**config.mk**
```make
export PLATFORM = sky130hd
export DESIGN_NAME = sbsc_cycle_decode
export DESIGN_NICKNAME = d
export VERILOG_FILES = /design/src/hdl/sbsc_pkg.sv /design/src/hdl/sbsc_burst_step.sv /design/src/hdl/sbsc_lane_decode.sv /design/src/hdl/sbsc_cycle_decode.sv
export VERILOG_INCLUDE_DIRS = /design/src /design/src/hdl
export SDC_FILE = /design/constraint.sdc
export NUM_CORES = 1
export LEC_CHECK = 0
export BUFFER_PORTS_ARGS = -buffer_cell sky130_fd_sc_hd__buf_2
export CAP_MARGIN = 0
export CORE_ASPECT_RATIO = 0.9
export CORE_MARGIN = 3
export CORE_UTILIZATION = 33
export CTS_BUF_LIST = sky130_fd_sc_hd__clkbuf_4 sky130_fd_sc_hd__clkbuf_8 sky130_fd_sc_hd__clkbuf_16
export CTS_CLUSTER_SIZE = 8
export DETAILED_ROUTE_END_ITERATION = 6
export MAX_ROUTING_LAYER = met4
export PLACE_DENSITY = 0.61
export SLEW_MARGIN = 20
export SYNTH_ARGS = -nofsm -noshare
export SYNTH_HDL_FRONTEND = slang
export SYNTH_SLANG_ARGS = --single-unit
```
**constraint.sdc**
```tcl
create_clock -name CLOCK -period 1.5 [get_ports CLOCK]
set_input_delay 0.45 -clock CLOCK [delete_from_list [all_inputs] [get_ports CLOCK]]
set_output_delay 0.45 -clock CLOCK [all_outputs]
set_load 0.03 [all_outputs]
```
**src/hdl/sbsc_params.svh**
```systemverilog
`ifndef SBSC_PARAMS_SVH
`define SBSC_PARAMS_SVH
// Cycles to enter or leave sleep
`define SBSC_SLEEP_CYCLES 2
`define SBSC_ADDR_WIDTH 18
`define SBSC_LANES 4
`define SBSC_BURST_LO 1
`define SBSC_RST_ADDR 18'h00000
`define SBSC_RST_CNT 2'h0
`endif

```
**src/hdl/sbsc_pkg.sv**
```systemverilog
package sbsc_pkg;
  typedef enum logic [2:0] {
    SBSC_DESEL,
    SBSC_READ,
    SBSC_WRITE,
    SBSC_SLEEP
  } sbsc_cycle_t;
  typedef enum logic [1:0] {
    SBSC_AWAKE,
    SBSC_ENTERING,
    SBSC_ASLEEP,
    SBSC_LEAVING
  } sbsc_pwr_t;
endpackage

```
**src/hdl/sbsc_burst_step.sv**
```systemverilog
`timescale 1ns/1ps
`include "sbsc_params.svh"
// Next two-bit burst address from the start address and the step count
module sbsc_burst_step (
  input wire logic [1:0] start_lo,
  input wire logic [1:0] count,
  input wire logic interleave,
  output logic [1:0] addr_lo
);
  always_comb begin
    if (interleave) begin
      addr_lo = start_lo ^ count;
    end else begin
      addr_lo = 2'(start_lo + count);
    end
  end
endmodule

```
**src/hdl/sbsc_lane_decode.sv**
```systemverilog
`timescale 1ns/1ps
`include "sbsc_params.svh"
// Active-high per-lane write strobes from the write qualifiers
module sbsc_lane_decode #(
  parameter int LANES = `SBSC_LANES
) (
  input wire logic global_write_n,
  input wire logic byte_write_enable_n,
  input wire logic [LANES-1:0] byte_lane_select_n,
  output logic [LANES-1:0] lane_we,
  output logic write_any
);
  genvar i;
  generate
    for (i = 0; i < LANES; i++) begin : g_lane
      assign lane_we[i] = !global_write_n ||
        (!byte_write_enable_n && !byte_lane_select_n[i]);
    end
  endgenerate
  assign write_any = |lane_we;
endmodule

```
**src/hdl/sbsc_cycle_decode.sv**
```systemverilog
`timescale 1ns/1ps
`include "sbsc_params.svh"
module sbsc_cycle_decode #(
  parameter int AW = `SBSC_ADDR_WIDTH,
  parameter int LANES = `SBSC_LANES
) (
  input wire logic CLOCK,
  input wire logic ARST_N,
  input wire logic CHIP_SELECT_PRIMARY_N,
  input wire logic CHIP_SELECT_SECOND,
  input wire logic CHIP_SELECT_THIRD_N,
  input wire logic PROCESSOR_ADDR_STROBE_N,
  input wire logic CONTROLLER_ADDR_STROBE_N,
  input wire logic BURST_STEP_N,
  input wire logic GLOBAL_WRITE_N,
  input wire logic BYTE_WRITE_ENABLE_N,
  input wire logic [LANES-1:0] BYTE_LANE_SELECT_N,
  input wire logic BURST_ORDER,
  input wire logic SLEEP_REQUEST,
  input wire logic [AW-1:0] ADDR,
  output logic [AW-1:0] MEM_ADDR,
  output logic [LANES-1:0] MEM_LANE_WE,
  output logic MEM_READ,
  output logic READ_CYCLE,
  output logic WRITE_CYCLE,
  output logic ASLEEP
);
  // Output enable is combinational downstream of READ_CYCLE; the pad
  // driver computes pad_en = READ_CYCLE & ~oe_n with no clocking.

  typedef struct packed {
    logic [AW-1:0] base;
    logic [1:0] cnt;
    logic [AW-1:0] mem_addr;
    logic [LANES-1:0] lane_we;
    logic mem_read;
    logic rd;
    logic wr;
    logic asleep;
    logic [1:0] pwr_cnt;
    sbsc_pkg::sbsc_pwr_t pwr;
  } sbsc_state_t;

  sbsc_state_t state_reg;
  sbsc_state_t state_next;

  logic [LANES-1:0] lane_we;
  logic write_any;
  logic [1:0] step_lo;
  logic [1:0] cnt_inc;
  logic [1:0] start_lo;

  sbsc_lane_decode #(.LANES(LANES)) u_lane (
    .global_write_n(GLOBAL_WRITE_N),
    .byte_write_enable_n(BYTE_WRITE_ENABLE_N),
    .byte_lane_select_n(BYTE_LANE_SELECT_N),
    .lane_we(lane_we),
    .write_any(write_any)
  );

  assign cnt_inc = 2'(state_reg.cnt + 2'h1);
  assign start_lo = state_reg.base[`SBSC_BURST_LO:0];

  sbsc_burst_step u_step (
    .start_lo(start_lo),
    .count(cnt_inc),
    .interleave(BURST_ORDER),
    .addr_lo(step_lo)
  );

  function automatic logic selected(input logic primary_n,
                                    input logic second,
                                    input logic third_n);
    selected = !primary_n && second && !third_n;
  endfunction

  // ==========================================================
  // Cycle decode
  logic sel;
  logic proc_strobe;
  logic ctrl_strobe;
  logic sleep_hold;
  always_comb begin
    sel = selected(CHIP_SELECT_PRIMARY_N, CHIP_SELECT_SECOND,
                   CHIP_SELECT_THIRD_N);
    // Processor strobe counts only when primary select is low
    proc_strobe = !PROCESSOR_ADDR_STROBE_N && !CHIP_SELECT_PRIMARY_N;
    ctrl_strobe = !CONTROLLER_ADDR_STROBE_N;
    state_next = state_reg;
    state_next.lane_we = '0;
    state_next.mem_read = 1'b0;
    state_next.rd = 1'b0;
    state_next.wr = 1'b0;

    // ==========================================================
    // Sleep sequencing
    case (state_reg.pwr)
      sbsc_pkg::SBSC_AWAKE: begin
        if (SLEEP_REQUEST) begin
          state_next.pwr = sbsc_pkg::SBSC_ENTERING;
          state_next.pwr_cnt = 2'h1;
        end
      end
      sbsc_pkg::SBSC_ENTERING: begin
        if (!SLEEP_REQUEST) begin
          state_next.pwr = sbsc_pkg::SBSC_AWAKE;
        end else if (state_reg.pwr_cnt == 2'(`SBSC_SLEEP_CYCLES - 1)) begin
          state_next.pwr = sbsc_pkg::SBSC_ASLEEP;
          state_next.asleep = 1'b1;
        end else begin
          state_next.pwr_cnt = 2'(state_reg.pwr_cnt + 2'h1);
        end
      end
      sbsc_pkg::SBSC_ASLEEP: begin
        if (!SLEEP_REQUEST) begin
          state_next.pwr = sbsc_pkg::SBSC_LEAVING;
          state_next.pwr_cnt = 2'h1;
        end
      end
      sbsc_pkg::SBSC_LEAVING: begin
        if (SLEEP_REQUEST) begin
          state_next.pwr = sbsc_pkg::SBSC_ASLEEP;
        end else if (state_reg.pwr_cnt == 2'(`SBSC_SLEEP_CYCLES - 1)) begin
          state_next.pwr = sbsc_pkg::SBSC_AWAKE;
          state_next.asleep = 1'b0;
        end else begin
          state_next.pwr_cnt = 2'(state_reg.pwr_cnt + 2'h1);
        end
      end
      default: state_next.pwr = sbsc_pkg::SBSC_AWAKE;
    endcase

    // Any sleep request or non-awake state blocks all accesses
    sleep_hold = SLEEP_REQUEST || (state_reg.pwr != sbsc_pkg::SBSC_AWAKE);

    if (sleep_hold) begin
      // Nothing happens: no access, data lines released
      state_next.rd = 1'b0;
    end else if (proc_strobe) begin
      if (sel) begin
        // Read start; write qualifiers ignored here
        state_next.base = ADDR;
        state_next.cnt = `SBSC_RST_CNT;
        state_next.mem_addr = ADDR;
        state_next.mem_read = 1'b1;
        state_next.rd = 1'b1;
      end
      // Otherwise a deselect cycle
    end else if (ctrl_strobe) begin
      if (sel) begin
        state_next.base = ADDR;
        state_next.cnt = `SBSC_RST_CNT;
        state_next.mem_addr = ADDR;
        if (write_any) begin
          state_next.lane_we = lane_we;
          state_next.wr = 1'b1;
        end else begin
          state_next.mem_read = 1'b1;
          state_next.rd = 1'b1;
        end
      end
      // Primary select high or second/third inactive: deselect
    end else begin
      if (!BURST_STEP_N) begin
        state_next.cnt = cnt_inc;
        state_next.mem_addr = {state_reg.base[AW-1:2], step_lo};
      end
      if (write_any) begin
        state_next.lane_we = lane_we;
        state_next.wr = 1'b1;
      end else begin
        state_next.mem_read = 1'b1;
        state_next.rd = 1'b1;
      end
    end
  end

  // ==========================================================
  // State register
  always_ff @(posedge CLOCK or negedge ARST_N) begin
    if (!ARST_N) begin
      state_reg <= '{base: `SBSC_RST_ADDR, cnt: `SBSC_RST_CNT,
                     mem_addr: `SBSC_RST_ADDR, lane_we: '0,
                     mem_read: 1'b0, rd: 1'b0, wr: 1'b0, asleep: 1'b0,
                     pwr_cnt: 2'h0, pwr: sbsc_pkg::SBSC_AWAKE};
    end else begin
      state_reg <= state_next;
    end
  end

  assign MEM_ADDR = state_reg.mem_addr;
  assign MEM_LANE_WE = state_reg.lane_we;
  assign MEM_READ = state_reg.mem_read;
  // Drive enable for data lines gated by write and sleep
  assign READ_CYCLE = state_reg.rd;
  assign WRITE_CYCLE = state_reg.wr;
  assign ASLEEP = state_reg.asleep;
endmodule

```
Word level (Yosys, flattened, before mapping)
Cells that the tools add are included.
{"block": "word_totals", "input_bits": 34, "out_inout_bits": 26, "reg_bits": 50}
{"block": "classes", "n_bitwise": 2, "n_addsub": 3, "n_reduce_logical": 31, "eq_ne": 15, "mux": 30}
{"operator": "$mux W38", "n": 2}
{"operator": "$mux W45", "n": 1}
{"operator": "$mux W27", "n": 1}
{"operator": "$mux W20", "n": 1}
{"operator": "$mux W18", "n": 1}
{"operator": "$mux W2", "n": 9}
{"operator": "$mux W4", "n": 4}
{"operator": "$pmux W4 S4", "n": 1}
{"operator": "$ne A2 B2 Y1 const B", "n": 7}
{"operator": "$reduce_and A4 Y1", "n": 3}
{"operator": "$logic_not A1 Y1", "n": 9}
{"operator": "$logic_and A1 B1 Y1", "n": 7}
{"operator": "$mux W1", "n": 6}
{"operator": "$mux W3", "n": 2}
{"operator": "$ne A3 B3 Y1 const B", "n": 2}
{"operator": "$reduce_bool A2 Y1", "n": 3}
{"operator": "$logic_or A1 B1 Y1", "n": 5}
{"operator": "$mux W5", "n": 1}
{"operator": "$reduce_and A5 Y1", "n": 1}
{"operator": "$add A2 B1 Y2 const B", "n": 2}
{"operator": "$eq A2 B1 Y1 const B", "n": 2}
{"operator": "$eq A2 B2 Y1 const B", "n": 2}
{"operator": "$reduce_or A4 Y1", "n": 1}
{"operator": "$ne A3 B2 Y1 const B", "n": 1}
{"operator": "7 further kinds", "n": 7}

Longest topological paths before layout
{"block": "depth", "ltp_word": 9, "mapped_depth": 6, "depth_no_buf": 6}

Hierarchy
A second synthesis with hierarchy kept.
{"block": "hier_totals", "hier_cells": 187, "area_unflattened_um2": 2457.4}
{"module": "sbsc_cycle_decode", "cells_per_inst": 177, "instances": 1, "area_per_inst_um2": 2387.3, "seq_area_each_um2": 1226.2}
{"module": "sbsc_burst_step", "cells_per_inst": 4, "instances": 1, "area_per_inst_um2": 36.3, "seq_area_each_um2": 0.0}
{"module": "sbsc_lane_decode", "cells_per_inst": 6, "instances": 1, "area_per_inst_um2": 33.8, "seq_area_each_um2": 0.0}

Least setup slack after synthesis
Ideal clock, no wire load.
{"block": "synth_path", "path_type": "in2reg", "startpoint": "input CHIP_SELECT_PRIMARY_N", "endpoint": "register state_reg, in the netlist MEM_ADDR[13]", "t_arrival_ns": 1.297, "setup_slack_ns": 0.072, "t_required_ns": 1.369, "path_buffers": 2, "stages": 6, "path_cell_list": "o21a_1 buf_4 and3_4 buf_4 nor3_1 a31oi_1"}
{"block": "synth_via", "elab_chain_cells": 5}
{"element": "start, declared", "line": "sbsc_cycle_decode.sv:9", "text": "input wire logic CHIP_SELECT_PRIMARY_N,"}
{"element": "$logic_not A1 Y1 *", "line": "sbsc_cycle_decode.sv:74, sbsc_cycle_decode.sv:87"}
{"element": "$logic_and A1 B1 Y1 (2 in a row)", "line": "sbsc_cycle_decode.sv:74", "text": "selected = !primary_n && second && !third_n;"}
{"element": "$ne A2 B2 Y1 (no source line) or $reduce_bool A2 Y1 (tied branches)"}
{"element": "$reduce_and A4 Y1 (no source line)"}
{"element": "end signal, assigned", "line": "sbsc_cycle_decode.sv:182", "text": "state_reg <= '{base: `SBSC_RST_ADDR, cnt: `SBSC_RST_CNT,"}
{"element": "end signal, assigned", "line": "sbsc_cycle_decode.sv:187", "text": "state_reg <= state_next;"}
{"element": "end, declared", "line": "sbsc_cycle_decode.sv:44", "text": "sbsc_state_t state_reg;"}
Mark *: on every way between the ends. The rest lies on a longest branch, timed or not.
A chain may end at the register's enable or synchronous reset.

Final worst setup path
{"block": "layout_path", "startpoint": "register state_reg[0] in the netlist's numbering", "endpoint": "register state_reg[31] in the netlist's numbering"}
{"block": "layout_via", "elab_chain_cells": 4}
{"element": "$reduce_bool A2 Y1", "line": "sbsc_cycle_decode.sv:134", "text": "sleep_hold = SLEEP_REQUEST || (state_reg.pwr != sbsc_pkg::SBSC_AWAKE);"}
{"element": "$logic_or A1 B1 Y1", "line": "sbsc_cycle_decode.sv:134"}
{"element": "$not A1 Y1 (no source line)"}
{"element": "$reduce_and A4 Y1 (no source line)"}
Every way passes these cells.

==> impl_summary.log <==
[metrics] result of the run: finished, final reports clean
[metrics] class of the most critical setup path: flop to flop
[metrics] clk_lat worst skew: 300 ps
[metrics] type of the worst min-delay path: input pin to async pin
[metrics] clock sink count: 49
[metrics] cell type contributing the most total cell area after synthesis: sky130_fd_sc_hd__dfrtp_1
[metrics] area delta synth->final: 24.24%
[metrics] number of synthesis warnings: 0
[metrics] chain of cells forming the critical path: nor3_2, buf_4, nand3_1, buf_4, a22oi_1, o21ai_1
[metrics] share of post-route cells with drive strength above 1: 31.85%
[metrics] final hold violations: 0
[metrics] family with the most delay on the worst path: flip-flops
[metrics] number of flip-flops and latches in the synthesized netlist: 49
[metrics] number of fill cells in the layout: 671
[metrics] Slowest Stage Delay on Critical Path: 400 ps
[metrics] final weighted congestion in routability-driven placement: 0.8753
[metrics] Placed Cells incl. Taps: 396
[metrics] endpoint class of the critical path: flop
[metrics] wire length per cell: 13.29 um
[metrics] fmax: 720.2 MHz
[metrics] Synth Area per Inst: 9.229 um2
[metrics] residual DRC count: 0
[metrics] standard cell core area: 6761 um2
[metrics] Clock transition at path regs: 90 ps
[metrics] TritonCTS buffer count: 5
[metrics] kind of start point of the critical path: flop
[metrics] CTS tree: built
[metrics] antenna cell count: 0
[metrics] register-to-register setup slack: 110 ps
[metrics] Worst R2R Start: state_reg[0]
[metrics] cell occurring most often along the worst timing path: sky130_fd_sc_hd__buf_4
[metrics] # setup viols final: 0
[metrics] clock period minus worst slack: 1388 ps
[metrics] first-pass GRT wire length: 8666 um
[metrics] gr usage total: 13.94%
[metrics] worst path arrival time: 1590 ps
[metrics] number of flip-flops under the largest register name: 21
[metrics] die width: 95.02 um
[metrics] Post-Synthesis Cells: 255
[metrics] H-tree depth reported by CTS: 2
[metrics] die outline height: 86.12 um
[metrics] main area contributors after synthesis: sky130_fd_sc_hd__dfrtp_1 52%, sky130_fd_sc_hd__nand2_1 12%, sky130_fd_sc_hd__buf_4 8.6%
[metrics] vias per inst: 4.718
[metrics] Synth cell types: 33
[metrics] data required time of the critical path: 1700 ps
[metrics] routed vias: 1906
[metrics] gr ovfl total: 0
[metrics] initial antenna violation count: 0
[metrics] Syn Nets: 291
[metrics] worst supply voltage drop on vdd: 1067 uV
[metrics] initial standard-cell utilization of the core: 34.81%
[metrics] detailed placement HPWL: 3922 um
[metrics] Non-Filler Instances: 404
[metrics] cell at the root of the clock tree: sky130_fd_sc_hd__clkbuf_8
[metrics] R2R depth: 6
[metrics] buffers plus inverters on the worst setup path: 2
[metrics] slowest cell on the critical path: sky130_fd_sc_hd__dfrtp_1
[metrics] Max-slew headroom: 67.28%
[metrics] total wirelength of the detailed-routed design: 5369 um
[metrics] setup clock skew after layout: 6.827 ps
[metrics] post-synth top area share: 52.10%
[metrics] power per unit of standard cell area: 1831 nW/um2
[metrics] row count: 28
[metrics] TritonRoute pass-1 iters: 4
[metrics] sequential area share after synthesis: 52.10%
[metrics] slew of the pin with the lowest slew margin: 490.7 ps
[metrics] maximum number of pins on one net before global-route repair: 50
[metrics] number of max-cap violations: 0
[metrics] number of primary I/O pins: 60
[metrics] floorplan die area: 8183 um2
[metrics] number of DRC markers after the initial detailed-route iteration: 109
[metrics] worst hold slack: 122.3 ps
[metrics] post-layout power: 5.354 mW
[metrics] number of nets in the layout: 349
[metrics] vias in the first global route: 1840
[metrics] Tcrit/Tclk final: 92.56%
[metrics] static leakage: 1.486 nW
[metrics] final slew viol count: 0
[metrics] netlist area before placement: 2354 um2
[metrics] unrepaired setup endpoints after global routing: no
[metrics] CP max FO: 6
[metrics] capture point of the worst reg-to-reg path: state_reg[31]
[metrics] remaining antenna violation count after routing: 0
[metrics] port bufs: 59
[metrics] Clock Tree Buf Depth: 2
power by group:
| part | switching, mW | leakage [nW] | internal, mW |
|---|---|---|---|
| Sequential | 0.308 | 0.623 | 1.88 |
| Clock | 0.455 | 0.0681 | 0.663 |
| Combinational | 1.26 | 0.795 | 0.790 |
| Total | 2.03 | 1.49 | 3.33 |
worst register-to-register path: cells and delay by family, from the launching register on:
family	cells	cell delay [ps]
AO/OA/AOI/OAI	2	230
buffers and inverters	2	340
flip-flops	1	400
AND/OR/NAND/NOR	2	310
cells in the final DEF (no fill, tap or decap), types with 3 or more instances in the layout:
master	netlist	layout
sky130_fd_sc_hd__a21oi_1	5	5
sky130_fd_sc_hd__a22oi_1	9	9
sky130_fd_sc_hd__a31oi_1	8	8
sky130_fd_sc_hd__buf_12	0	5
sky130_fd_sc_hd__buf_2	5	59
sky130_fd_sc_hd__buf_4	27	20
sky130_fd_sc_hd__clkbuf_8	0	5
sky130_fd_sc_hd__dfrtp_1	49	49
sky130_fd_sc_hd__inv_1	5	5
sky130_fd_sc_hd__nand2_1	76	76
sky130_fd_sc_hd__nand3_1	13	13
sky130_fd_sc_hd__nor2_1	8	8
sky130_fd_sc_hd__nor3_1	10	10
sky130_fd_sc_hd__o21a_1	6	6
sky130_fd_sc_hd__o21ai_1	10	10
sky130_fd_sc_hd__xnor2_1	3	3
how the worst max path moves through the flow:
stage,from,cells past startpoint,slack [ps],to
after floorplan,CHIP_SELECT_PRIMARY_N,6,70,MEM_ADDR[13]
after global placement,CHIP_SELECT_PRIMARY_N,6,-70,MEM_ADDR[15]
after detailed placement,CHIP_SELECT_PRIMARY_N,6,-120,MEM_ADDR[9]
after CTS,state_reg[0],6,70,MEM_ADDR[9]
after global routing,state_reg[0],6,20,state_reg[31]
final,state_reg[0],6,110,state_reg[31]
per-stage QoR:
stage / cell area, um2 / util (%) / worst slack (ps) / TNS (ps)
after detailed placement: 2780 / 41.12 / -121.3 / -2483
after CTS: 2914 / 43.10 / 68.87 / 0
after global placement: 2780 / 41.12 / -71.24 / -1667
final: 2924 / 43.25 / 111.6 / 0
after global routing: 2924 / 43.25 / 17.18 / 0
after floorplan: 2354 / - / 71.70 / 0
area by class of cell:
cell class	instances	area, um2	area share (%)
tap	90	112.6	3.851
clock buffer	5	68.82	2.353
timing repair buffer	84	545.5	18.66
multi-input combinational	168	887.1	30.34
sequential	49	1226	41.93
clock inverter	3	65.06	2.225
inverter	5	18.77	0.6418
metal layers:
metal	global-route usage, %	share of wire, %
met5	-	0
met4	4.063	1.5
met3	2.982	5.3
met2	21.83	48
met1	18.21	45
cells in the mapped netlist (all sizes together):
cell,instances
and3,2
nor3b,1
dfrtp,49
a31oi,8
mux2,2
nand2,77
o21a,6
o221ai,1
a21oi,5
clkbuf,1
or3b,1
o22ai,2
o21ai,11
buf,32
nand3,13
o211ai,1
nor2,9
nand2b,1
xnor2,3
nor3,11
ha,2
nand4b,1
inv,5
xor2,1
a41o,1
a22oi,9
logic make-up after synthesis:
logic type / Yosys count / share of synthesized area [%]
XOR/XNOR: 4 / 1.489
flip-flops: 49 / 52.10
multiplexers: 2 / 0.9569
adder cells (fa/ha/maj): 2 / 1.063
AO/OA/AOI/OAI: 44 / 12.23
AND/OR/NAND/NOR: 116 / 21.53
buffers and inverters: 38 / 10.63
what timing repair did:
| item | in CTS | in global routing |
|---|---|---|
| gates resized for setup | 0 | 2 |
| buffers inserted | 0 | 0 |
| hold buffers | 0 | 0 |
| hold endpoints to repair | 0 | 0 |
| endpoints found under the setup margin | 0 | 8 |
Note: power is estimated with default switching activity, not from simulation.
